File: src/include/smbrg_pkg.sv
// Package with register map, command codes and state encoding of the sleep mask register bank.
`default_nettype none
package smbrg_pkg;
  // Register offsets.
  localparam logic [7:0] ADDR_TREE_TEST   = 8'h00;
  localparam logic [7:0] ADDR_SLEEP       = 8'hE4;
  localparam logic [7:0] ADDR_S1_INPUT    = 8'hE5;
  localparam logic [7:0] ADDR_S1_TACH     = 8'hE6;
  localparam logic [7:0] ADDR_S3_INPUT    = 8'hE7;
  localparam logic [7:0] ADDR_S3_TACH     = 8'hE8;
  localparam logic [7:0] ADDR_S3_TV       = 8'hE9;
  localparam logic [7:0] ADDR_S45_INPUT   = 8'hEA;
  localparam logic [7:0] ADDR_S45_TV      = 8'hEB;
  localparam logic [7:0] ADDR_INPUT_FAULT = 8'hEC;
  localparam logic [7:0] ADDR_MISC_FAULT  = 8'hED;
  localparam logic [7:0] ADDR_Z1A_OFFSET  = 8'hEE;
  localparam logic [7:0] ADDR_Z2A_OFFSET  = 8'hEF;
  // Reset values.
  localparam logic [7:0] RST_TREE_TEST    = 8'h00;
  localparam logic [7:0] RST_SLEEP        = 8'h03;
  localparam logic [7:0] RST_INPUT_MASK   = 8'hFF;
  localparam logic [7:0] RST_TACH_MASK    = 8'h0F;
  localparam logic [7:0] RST_TV_MASK      = 8'h07;
  localparam logic [7:0] RST_MISC_MASK    = 8'h3F;
  localparam logic [7:0] RST_OFFSET       = 8'h00;
  // Field positions.
  localparam int         TREE_TEST_BIT    = 0;
  localparam int         SLEEP_CODE_MSB   = 2;
  // Sleep state codes held in the low bits of the sleep register.
  localparam logic [2:0] SLEEP_S1         = 3'h1;
  localparam logic [2:0] SLEEP_S3         = 3'h3;
  localparam logic [2:0] SLEEP_S4         = 3'h4;
  localparam logic [2:0] SLEEP_S5         = 3'h5;
  // Command codes.
  localparam logic [7:0] CMD_BLOCK_WRITE  = 8'hF0;
  localparam logic [7:0] CMD_PROC_CALL    = 8'hF1;
  localparam logic [7:0] CMD_FIXED_FIRST  = 8'hF2;
  localparam logic [7:0] CMD_FIXED_LAST   = 8'hFD;
  // Fixed block start addresses and lengths, indexed by command minus the first fixed code.
  localparam logic [7:0] FIXED_BASE [12]  = '{8'h40, 8'h48, 8'h50, 8'h56, 8'h67, 8'h6E,
                                              8'h78, 8'h90, 8'hB4, 8'hC8, 8'hD0, 8'hE5};
  localparam logic [7:0] FIXED_LEN  [12]  = '{8'h08, 8'h08, 8'h06, 8'h10, 8'h04, 8'h08,
                                              8'h0C, 8'h20, 8'h08, 8'h08, 8'h10, 8'h09};
  // Byte engine states, Gray coded along the write path.
  typedef enum logic [3:0] {
    ST_IDLE      = 4'h0,
    ST_ADDR      = 4'h1,
    ST_ADDR_ACK  = 4'h3,
    ST_CMD       = 4'h2,
    ST_CMD_ACK   = 4'h6,
    ST_WDATA     = 4'h7,
    ST_WDATA_ACK = 4'h5,
    ST_RDATA     = 4'h4,
    ST_RDATA_ACK = 4'hC
  } smbrg_state_t;
endpackage : smbrg_pkg
`default_nettype wire

File: src/include/smbrg_reg_if.sv
// Interface between the serial engine and the register store.
`default_nettype none
interface smbrg_reg_if;
  logic       wr_en;        // One-cycle write strobe.
  logic [7:0] wr_addr;      // Write register address.
  logic [7:0] wr_data;      // Write data.
  logic [7:0] rd_addr;      // Read register address.
  logic [7:0] rd_data;      // Registered read data.
  logic [7:0] tree_test;    // Factory test register.
  logic [7:0] sleep;        // Sleep state register.
  logic [7:0] masks [11];   // Mask and offset registers E5h to EFh in order.
  modport engine (output wr_en, wr_addr, wr_data, rd_addr, input rd_data, tree_test, sleep, masks);
  modport store  (input wr_en, wr_addr, wr_data, rd_addr, output rd_data, tree_test, sleep, masks);
endinterface : smbrg_reg_if
`default_nettype wire

File: src/verilog/smbrg_regfile.sv
// Register store with registered read data.
`default_nettype none
module smbrg_regfile
  import smbrg_pkg::*;
(
  input  wire logic  i_clk,    // System clock.
  input  wire logic  i_reset,  // Synchronous reset, active high.
  smbrg_reg_if.store bus       // Engine side access.
);
  logic [7:0] idx;  // Offset of an access from the sleep register.

  // Index of a write into the mask and offset group.
  assign idx = bus.wr_addr - ADDR_SLEEP;

  // Writes; only mapped addresses store, so command codes never touch state.
  always_ff @(posedge i_clk) begin
    if (i_reset) begin
      bus.tree_test <= RST_TREE_TEST;
      bus.sleep     <= RST_SLEEP;
      bus.masks     <= '{RST_INPUT_MASK, RST_TACH_MASK, RST_INPUT_MASK, RST_TACH_MASK, RST_TV_MASK,
                         RST_INPUT_MASK, RST_TV_MASK, RST_INPUT_MASK, RST_MISC_MASK, RST_OFFSET, RST_OFFSET};
    end else if (bus.wr_en) begin
      if (bus.wr_addr == ADDR_TREE_TEST) begin
        bus.tree_test <= {7'h00, bus.wr_data[TREE_TEST_BIT]};
      end
      if (bus.wr_addr == ADDR_SLEEP) begin
        bus.sleep <= bus.wr_data;
      end
      if (bus.wr_addr >= ADDR_S1_INPUT && bus.wr_addr <= ADDR_Z2A_OFFSET) begin
        bus.masks[idx[3:0] - 4'h1] <= bus.wr_data;
      end
    end
  end

  // Read port; unmapped addresses read as zero.
  always_ff @(posedge i_clk) begin
    if (i_reset) begin
      bus.rd_data <= 8'h00;
    end else if (bus.rd_addr == ADDR_TREE_TEST) begin
      bus.rd_data <= bus.tree_test;
    end else if (bus.rd_addr == ADDR_SLEEP) begin
      bus.rd_data <= bus.sleep;
    end else if (bus.rd_addr >= ADDR_S1_INPUT && bus.rd_addr <= ADDR_Z2A_OFFSET) begin
      bus.rd_data <= bus.masks[4'(bus.rd_addr - ADDR_SLEEP) - 4'h1];
    end else begin
      bus.rd_data <= 8'h00;
    end
  end
endmodule : smbrg_regfile
`default_nettype wire

File: src/verilog/smbrg_top.sv
// Two-wire register slave with sleep masks, error gating, temperature offsets and block commands.
//
// What this block does
// - Test register bit 0 enables tree test
// - F0h decodes as block write to registers
// - F1h decodes as write then read call
// - F2h block reads 8 bytes from 40h
// - F3h block reads 8 bytes from 48h
// - F4h block reads 6 bytes from 50h
// - F5h block reads 16 bytes from 56h
// - F6h block reads 4 bytes from 67h
// - F7h block reads 8 bytes from 6Eh
// - F8h block reads 12 bytes from 78h
// - F9h block reads 32 bytes from 90h
// - FAh block reads 8 bytes from B4h
// - FBh block reads 8 bytes from C8h
// - FCh block reads 16 bytes from D0h
// - FDh block reads 9 bytes from E5h
// - FEh and FFh have no function
// - Host writes sleep state at E4h
// - S1 masks inputs and tach errors
// - S3 masks inputs, tach, temperature, voltage
// - S4/S5 mask inputs, temperature and voltage
// - Always-on input and miscellaneous fault masks
// - Zone offsets added to zone temperatures
`default_nettype none
module smbrg_top
  import smbrg_pkg::*;
#(
  parameter logic [6:0] DEV_ADDR = 7'h2C  // Slave address on the two-wire bus.
) (
  input  wire logic       i_clk,                // System clock, 50 MHz.
  input  wire logic       i_reset,              // Synchronous reset, active high.
  input  wire logic       i_scl,                // Serial clock level.
  input  wire logic       i_sda,                // Serial data level.
  output logic            o_sda_out,            // Serial data drive value, always low.
  output logic            o_sda_oe,             // Serial data drive enable.
  input  wire logic [7:0] i_general_input_err,  // Raw general input errors.
  input  wire logic [3:0] i_tach_err,           // Raw fan tachometer errors.
  input  wire logic [2:0] i_temp_volt_err,      // Raw temperature or voltage errors.
  input  wire logic [5:0] i_misc_err,           // Raw regulator hot, input and core supply errors.
  input  wire logic [7:0] i_zone1a_temp,        // Zone 1a raw temperature.
  input  wire logic [7:0] i_zone2a_temp,        // Zone 2a raw temperature.
  output logic      [7:0] o_general_input_err,  // Reported general input errors.
  output logic      [3:0] o_tach_err,           // Reported tachometer errors.
  output logic      [2:0] o_temp_volt_err,      // Reported temperature or voltage errors.
  output logic      [5:0] o_misc_err,           // Reported miscellaneous errors.
  output logic      [7:0] o_zone1a_adj,         // Zone 1a adjusted temperature.
  output logic      [7:0] o_zone2a_adj,         // Zone 2a adjusted temperature.
  output logic            o_tree_test_enable    // Tree test mode active.
);
  import smbrg_pkg::*;

  smbrg_reg_if  regs ();      // Link to the register store.
  smbrg_state_t state;        // Byte engine state.
  logic         scl_q;        // Clock level one cycle ago.
  logic         sda_q;        // Data level one cycle ago.
  logic         scl_rise;     // Clock rising edge.
  logic         scl_fall;     // Clock falling edge.
  logic         bus_start;    // Start or repeated start seen.
  logic         bus_stop;     // Stop seen.
  logic [7:0]   shift_in;     // Received bits.
  logic [7:0]   shift_out;    // Bits still to send.
  logic [3:0]   bit_cnt;      // Bits handled in this byte.
  logic         is_read;      // Current transfer reads.
  logic [7:0]   cmd;          // Latched command code.
  logic [7:0]   ptr;          // Register pointer.
  logic [5:0]   wr_idx;       // Data bytes received since the command.
  logic [7:0]   read_len;     // Length returned by the process call.
  logic         len_phase;    // Next read byte is the block length.
  logic [7:0]   next_tx;      // Byte to load for sending.
  logic [16:0]  fixed;        // Fixed block decode of the command.
  logic [16:0]  fixed_new;    // Fixed block decode of the byte just received.
  logic         wr_en;        // Store write strobe.
  logic [7:0]   wr_addr;      // Store write address.
  logic [7:0]   wr_data;      // Store write data.

  // Decode a command into {is fixed block, start address, length}.
  function automatic logic [16:0] fixed_block(input logic [7:0] code);
    logic [3:0] n;
    n = 4'(code - CMD_FIXED_FIRST);
    if (code >= CMD_FIXED_FIRST && code <= CMD_FIXED_LAST) begin
      fixed_block = {1'b1, FIXED_BASE[n], FIXED_LEN[n]};
    end else begin
      fixed_block = 17'h00000;
    end
  endfunction : fixed_block

  // Register store; read data come one cycle after the pointer moves.
  smbrg_regfile u_regfile (
    .i_clk   (i_clk),
    .i_reset (i_reset),
    .bus     (regs.store)
  );

  assign regs.wr_en   = wr_en;
  assign regs.wr_addr = wr_addr;
  assign regs.wr_data = wr_data;
  assign regs.rd_addr = ptr;

  // Bus conditions; pins are synchronous so the previous sample is enough.
  assign scl_rise  = i_scl & ~scl_q;
  assign scl_fall  = ~i_scl & scl_q;
  assign bus_start = i_scl & scl_q & sda_q & ~i_sda;
  assign bus_stop  = i_scl & scl_q & ~sda_q & i_sda;

  // Fixed block lookup for the latched command and for the byte just received.
  assign fixed = fixed_block(cmd);
  assign fixed_new = fixed_block(shift_in);

  // Next byte to send: a block length first, otherwise the register at the pointer.
  always_comb begin
    if (len_phase && cmd == CMD_PROC_CALL) begin
      next_tx = read_len;
    end else if (len_phase) begin
      next_tx = fixed[7:0];
    end else begin
      next_tx = regs.rd_data;
    end
  end

  // Previous pin levels for edge detection.
  always_ff @(posedge i_clk) begin
    if (i_reset) begin
      scl_q <= 1'b1;
      sda_q <= 1'b1;
    end else begin
      scl_q <= i_scl;
      sda_q <= i_sda;
    end
  end

  // Byte engine: framing, acknowledge and data drive.
  always_ff @(posedge i_clk) begin
    if (i_reset) begin
      state     <= ST_IDLE;
      o_sda_oe  <= 1'b0;
      o_sda_out <= 1'b0;
      shift_in  <= 8'h00;
      shift_out <= 8'h00;
      bit_cnt   <= 4'h0;
      is_read   <= 1'b0;
    end else if (bus_start) begin
      // A repeated start keeps the command and pointer for the read half.
      state    <= ST_ADDR;
      bit_cnt  <= 4'h0;
      o_sda_oe <= 1'b0;
    end else if (bus_stop) begin
      state    <= ST_IDLE;
      o_sda_oe <= 1'b0;
    end else begin
      case (state)
        ST_ADDR, ST_CMD, ST_WDATA: begin
          if (scl_rise) begin
            shift_in <= {shift_in[6:0], i_sda};
            bit_cnt  <= bit_cnt + 4'h1;
          end else if (scl_fall && bit_cnt == 4'h8) begin
            bit_cnt <= 4'h0;
            if (state == ST_ADDR && shift_in[7:1] != DEV_ADDR) begin
              // Another slave is addressed; stay off the bus until the next start.
              state <= ST_IDLE;
            end else begin
              o_sda_oe <= 1'b1;
              is_read  <= (state == ST_ADDR) ? shift_in[0] : is_read;
              state    <= (state == ST_ADDR) ? ST_ADDR_ACK :
                          (state == ST_CMD) ? ST_CMD_ACK : ST_WDATA_ACK;
            end
          end
        end
        ST_ADDR_ACK, ST_RDATA_ACK: begin
          if (scl_rise && state == ST_RDATA_ACK && i_sda) begin
            // The host declined more data; wait for its stop.
            state <= ST_IDLE;
          end else if (scl_fall && (is_read || state == ST_RDATA_ACK)) begin
            o_sda_oe  <= ~next_tx[7];
            shift_out <= {next_tx[6:0], 1'b0};
            bit_cnt   <= 4'h1;
            state     <= ST_RDATA;
          end else if (scl_fall) begin
            o_sda_oe <= 1'b0;
            state    <= ST_CMD;
          end
        end
        ST_CMD_ACK, ST_WDATA_ACK: begin
          if (scl_fall) begin
            o_sda_oe <= 1'b0;
            state    <= ST_WDATA;
          end
        end
        ST_RDATA: begin
          if (scl_fall && bit_cnt == 4'h8) begin
            // Release the line for the host's acknowledge.
            o_sda_oe <= 1'b0;
            state    <= ST_RDATA_ACK;
          end else if (scl_fall) begin
            o_sda_oe  <= ~shift_out[7];
            shift_out <= {shift_out[6:0], 1'b0};
            bit_cnt   <= bit_cnt + 4'h1;
          end
        end
        default: begin
          o_sda_oe <= 1'b0;
        end
      endcase
    end
  end

  // Command decode, pointer movement and store writes.
  always_ff @(posedge i_clk) begin
    if (i_reset) begin
      cmd       <= 8'h00;
      ptr       <= 8'h00;
      wr_idx    <= 6'h00;
      read_len  <= 8'h00;
      len_phase <= 1'b0;
      wr_en     <= 1'b0;
      wr_addr   <= 8'h00;
      wr_data   <= 8'h00;
    end else begin
      wr_en <= 1'b0;
      if (state == ST_CMD && scl_fall && bit_cnt == 4'h8 && !bus_start && !bus_stop) begin
        cmd    <= shift_in;
        wr_idx <= 6'h00;
        ptr    <= fixed_new[16] ? fixed_new[15:8] : shift_in;
      end else if (state == ST_WDATA && scl_fall && bit_cnt == 4'h8 && !bus_start && !bus_stop) begin
        wr_idx  <= (wr_idx == 6'h3F) ? wr_idx : wr_idx + 6'h01;
        wr_data <= shift_in;
        wr_addr <= ptr;
        if (cmd < CMD_BLOCK_WRITE) begin
          // Plain register write with pointer advance.
          wr_en <= 1'b1;
          ptr   <= ptr + 8'h01;
        end else if (cmd == CMD_BLOCK_WRITE || cmd == CMD_PROC_CALL) begin
          if (wr_idx == 6'h01) begin
            ptr <= shift_in;
          end else if (wr_idx == 6'h02 && cmd == CMD_PROC_CALL) begin
            read_len <= shift_in;
          end else if (wr_idx >= 6'h02) begin
            wr_en <= 1'b1;
            ptr   <= ptr + 8'h01;
          end
        end
      end else if (state == ST_ADDR && scl_fall && bit_cnt == 4'h8 && !bus_start && !bus_stop) begin
        len_phase <= shift_in[0] && (fixed[16] || cmd == CMD_PROC_CALL);
      end else if (state == ST_RDATA && scl_fall && bit_cnt == 4'h8 && !bus_start && !bus_stop) begin
        // The length byte does not consume a register.
        if (len_phase) begin
          len_phase <= 1'b0;
        end else begin
          ptr <= ptr + 8'h01;
        end
      end
    end
  end

  // Sleep-state error gating; a set mask bit suppresses the error.
  always_ff @(posedge i_clk) begin
    if (i_reset) begin
      o_general_input_err <= 8'h00;
      o_tach_err          <= 4'h0;
      o_temp_volt_err     <= 3'h0;
    end else begin
      case (regs.sleep[SLEEP_CODE_MSB:0])
        SLEEP_S1: begin
          o_general_input_err <= i_general_input_err & ~regs.masks[0] & ~regs.masks[7];
          o_tach_err          <= i_tach_err & ~regs.masks[1][3:0];
          o_temp_volt_err     <= i_temp_volt_err;
        end
        SLEEP_S3: begin
          o_general_input_err <= i_general_input_err & ~regs.masks[2] & ~regs.masks[7];
          o_tach_err          <= i_tach_err & ~regs.masks[3][3:0];
          o_temp_volt_err     <= i_temp_volt_err & ~regs.masks[4][2:0];
        end
        SLEEP_S4, SLEEP_S5: begin
          o_general_input_err <= i_general_input_err & ~regs.masks[5] & ~regs.masks[7];
          o_tach_err          <= i_tach_err;
          o_temp_volt_err     <= i_temp_volt_err & ~regs.masks[6][2:0];
        end
        default: begin
          o_general_input_err <= i_general_input_err & ~regs.masks[7];
          o_tach_err          <= i_tach_err;
          o_temp_volt_err     <= i_temp_volt_err;
        end
      endcase
    end
  end

  // Miscellaneous error gating, independent of sleep state.
  always_ff @(posedge i_clk) begin
    if (i_reset) begin
      o_misc_err <= 6'h00;
    end else begin
      o_misc_err <= i_misc_err & ~regs.masks[8][5:0];
    end
  end

  // Temperature offsets, two's complement, wrapping at eight bits.
  always_ff @(posedge i_clk) begin
    if (i_reset) begin
      o_zone1a_adj <= 8'h00;
      o_zone2a_adj <= 8'h00;
    end else begin
      o_zone1a_adj <= i_zone1a_temp + regs.masks[9];
      o_zone2a_adj <= i_zone2a_temp + regs.masks[10];
    end
  end

  // Test mode output follows the stored enable bit.
  always_ff @(posedge i_clk) begin
    if (i_reset) begin
      o_tree_test_enable <= 1'b0;
    end else begin
      o_tree_test_enable <= regs.tree_test[TREE_TEST_BIT];
    end
  end
endmodule : smbrg_top
`default_nettype wire

File: config.mk
export PLATFORM = sky130hd
export DESIGN_NAME = smbrg_top
export DESIGN_NICKNAME = d
export VERILOG_FILES = /design/src/include/smbrg_pkg.sv /design/src/include/smbrg_reg_if.sv /design/src/verilog/smbrg_regfile.sv /design/src/verilog/smbrg_top.sv
export SDC_FILE = /design/constraint.sdc
export NUM_CORES = 1
export LEC_CHECK = 0
export BUFFER_PORTS_ARGS = -buffer_cell sky130_fd_sc_hd__clkbuf_2
export CAP_MARGIN = 20
export CORE_UTILIZATION = 55
export DETAILED_ROUTE_END_ITERATION = 7
export GPL_TIMING_DRIVEN = 0
export PLACE_DENSITY = 0.76
export SETUP_SLACK_MARGIN = 0.15
export SYNTH_ARGS = -nofsm -noshare
export SYNTH_HDL_FRONTEND = slang
export SYNTH_SLANG_ARGS = --single-unit
File: constraint.sdc
create_clock -name i_clk -period 7 [get_ports i_clk]
set_clock_uncertainty 0.1 [all_clocks]
set_input_delay 1.05 -clock i_clk [delete_from_list [all_inputs] [get_ports i_clk]]
set_output_delay 1.05 -clock i_clk [all_outputs]
set_load 0.05 [all_outputs]
==> impl_metrics.env <==
export IMPL_status="finished clean"
export IMPL_dr_pass1_iters=5
export IMPL_reg2reg_depth=11
export IMPL_synth_edf_count=0
export IMPL_clock_sinks=218
export IMPL_worst_ep_arrival_time_ns=4.41
export IMPL_vias=9526
export IMPL_r2r_end="u_regfile.bus.rd_data[1]"
export IMPL_place_area_sq_um=11500
export IMPL_ys_seq_elements=218
export IMPL_drive_gt1_share_pct=13.4
export IMPL_cts_buffers=24
export IMPL_required_ns=7.35
export IMPL_cts_resized=0
export IMPL_ys_seq_area_share_pct=40.6
export IMPL_grt_overflow_total=0
export IMPL_yosys_warnings=0
export IMPL_async_flop_share_pct=0
export IMPL_synth_fp_nets=1261
export IMPL_largest_register_ffs=88
export IMPL_netlist_area_sq_um=10700
export IMPL_setup_violations=0
export IMPL_post_cts_buffers=0
export IMPL_ctsHoldBuffers=0
export IMPL_p_leak_nw=4.79
export IMPL_fin_crit_ns=4.06
export IMPL_dieWidth_um=142
export IMPL_antenna_found_initial=0
export IMPL_synth_top_area_share_pct=40.6
export IMPL_ir_drop_uv=227
export IMPL_initial_core_util_pct=56.8
export IMPL_fp_dieArea_sq_um=20100
export IMPL_min_delay_start="shift_out[5]"
export IMPL_clock_tree_root_cell="clkbuf_16"
export IMPL_synth_cell_types=84
export IMPL_grt_max_degree=14
export IMPL_wl_mm=31.3
export IMPL_tns_ns=0
export IMPL_synth_flop_cell="dfxtp_1"
export IMPL_min_path_cells=2
export IMPL_tightest_slew_ns=1.08
export IMPL_postRouteAntennaNets=0
export IMPL_synth_cells=1190
export IMPL_drtIter0Drc=617
export IMPL_max_freq_mhz=246
export IMPL_finalMaxSlewViolations=0
export IMPL_cts_tree="built"
export IMPL_hp_class="register to register"
export IMPL_synth_area_top_cells="dfxtp_1, mux2i_1, nand2_1, nor2_1, mux4_2"
export IMPL_area_growth_pct=15.1
export IMPL_avgSynthCellArea_sq_um=9.02
export IMPL_place_congestion=0.947
export IMPL_ioPinCount=81
export IMPL_slew_limit_headroom_pct=26.8
export IMPL_n_antenna_cell=0
export IMPL_port_buffers=79
export IMPL_clk_path_buf_depth=3
export IMPL_post_route_period_util_pct=58.0
export IMPL_top_register="u_regfile.bus.masks"
export IMPL_hpwl_mm=22.5
export IMPL_r2r_start="ptr[0]"
export IMPL_finalInstanceArea_sq_um=12400
export IMPL_cts_max_level=1
export IMPL_nFillCells=1590
export IMPL_core_area_sq_um=18900
export IMPL_die_height_um=142
export IMPL_grtUsageTotal_pct=31.2
export IMPL_wl_per_cell_um=19.8
export IMPL_first_global_vias=9070
export IMPL_clock_latency_ns=0.54
export IMPL_critPathCaptureType="register"
export IMPL_hold_viol=0
export IMPL_synth_largest_area_cell="dfxtp_1"
export IMPL_clk_pin_slew_ns=0.06
export IMPL_cp_start_kind="register"
export IMPL_grt_pass1_wl_mm=48.6
export IMPL_r2r_setup_slack_ns=2.94
export IMPL_route_detailed_drc=0
export IMPL_rsz0062_at_grt="false"
export IMPL_pwr_density_cell_nw_per_um2=231
export IMPL_rows=50
export IMPL_hold_end="shift_out[5]"
export IMPL_final_nets=1370
export IMPL_max_cap_violations=0
export IMPL_critPathKind="register to register"
export IMPL_vias_per_cell=6.04
export IMPL_path_max_fanout=10
## power by group
| group | switching, mW | internal, mW |
|---|---|---|
| Sequential | 0.0105 | 1.25 |
| Combinational | 0.162 | 0.0861 |
| Clock | 0.532 | 0.812 |
## through the flow
stage               cells  utilization, %  worst slack [ns]  total power [mW]  hold WS, ns
floorplan            1190               -              4.06              1.46        0.317
global placement     1529            60.6              3.08              1.54        0.339
detailed placement   1529            60.6              3.06              1.53        0.352
CTS                  1573            65.2              3.04              2.86        0.358
global route         1577            65.4              2.79              2.93        0.375
finish               1577            65.4              2.94              2.86        0.354
## cell type report
cell class / count / area [sq um] / area share (%)
multi-input cells: 853 / 5900 / 47.7
well taps: 260 / 325 / 2.63
inverters: 36 / 135 / 1.09
clock inverters: 10 / 161 / 1.31
plain buffers: 83 / 340 / 2.75
repair buffers: 83 / 433 / 3.50
flip-flops and latches: 218 / 4360 / 35.3
clock buffers: 34 / 698 / 5.65
## logic make-up (layout without fill, tap and decap cells)
group	count (synthesis)	in the layout	synth area share (%)
compound gates	205	205	13.1
buf+inv	119	246	4.43
fa+ha+maj	30	30	3.64
other cells	1	1	0.0349
xor+xnor	21	21	1.71
mux	165	165	17.3
flops	218	218	40.6
simple gates	431	431	19.1
## critical path, cell delays in order (launching register included)
cell and delay [ns]:
dfxtp_1 0.44, buf_2 0.40, clkinv_1 0.30, clkbuf_1 0.29
ha_1 0.35, clkbuf_1 0.37, clkbuf_1 0.61, mux2i_1 0.22
o21ai_0 0.40, nand3_1 0.12, o21ai_0 0.11, a22o_1 0.23
## synthesized netlist by cell type, types with 10 or more instances
master	instances
a211oi_1	10
nand2b_1	14
nand3_1	30
nor2_1	124
xor2_1	13
inv_1	33
ha_1	28
dfxtp_1	218
mux2i_1	146
o21ai_0	40
mux4_2	16
nand2_1	153
clkbuf_1	64
nor3_1	21
a21oi_1	57
nor2b_1	14
## how the worst max path moves through the flow
| stage | startpoint | endpoint | slack, ns | cells after the start |
|---|---|---|---|---|
| after global placement | ptr[0] | u_regfile.bus.rd_data[1] | 3.08 | 11 |
| after CTS | ptr[0] | u_regfile.bus.rd_data[1] | 3.04 | 11 |
| final | ptr[0] | u_regfile.bus.rd_data[1] | 2.94 | 11 |
| after detailed placement | ptr[0] | u_regfile.bus.rd_data[1] | 3.06 | 11 |
| after global routing | ptr[0] | u_regfile.bus.rd_data[6] | 2.79 | 9 |
| after floorplan | ptr[0] | u_regfile.bus.rd_data[4] | 4.06 | 10 |
## cell usage in the layout (no fill, tap or decap), types with 5 or more instances in the layout
| cell type | synthesis | routed |
|---|---|---|
| a2111oi_0 | 9 | 9 |
| a211oi_1 | 10 | 10 |
| a21o_1 | 9 | 9 |
| a21oi_1 | 57 | 57 |
| a221oi_1 | 9 | 9 |
| a22o_1 | 8 | 8 |
| a31oi_1 | 6 | 6 |
| and3_1 | 8 | 8 |
| buf_1 | 7 | 7 |
| buf_2 | 8 | 8 |
| buf_4 | 3 | 5 |
| clkbuf_1 | 64 | 68 |
| clkbuf_16 | 0 | 24 |
| clkbuf_2 | 0 | 79 |
| clkbuf_8 | 0 | 6 |
| dfxtp_1 | 218 | 218 |
| ha_1 | 28 | 28 |
| inv_1 | 33 | 33 |
| mux2i_1 | 146 | 146 |
| mux4_2 | 16 | 16 |
| nand2_1 | 153 | 153 |
| nand2b_1 | 14 | 14 |
| nand3_1 | 30 | 30 |
| nand4_1 | 9 | 9 |
| nor2_1 | 124 | 124 |
| nor2b_1 | 14 | 14 |
| nor3_1 | 21 | 21 |
| nor3b_1 | 9 | 9 |
| nor4_1 | 5 | 5 |
| o211ai_1 | 8 | 8 |
| o21ai_0 | 40 | 40 |
| o32ai_1 | 5 | 5 |
| or2_2 | 6 | 6 |
| xnor2_1 | 8 | 8 |
| xor2_1 | 13 | 13 |
## layer usage
layer	vias to the layer above	GRT usage, %	wire length, um
met5	-	0	0
met4	0	16.0	1540
met3	114	4.29	2020
met2	418	52.8	14800
met1	4548	38.8	12900
li1	4446	-	-
Power figures use the tool's default switching activity.
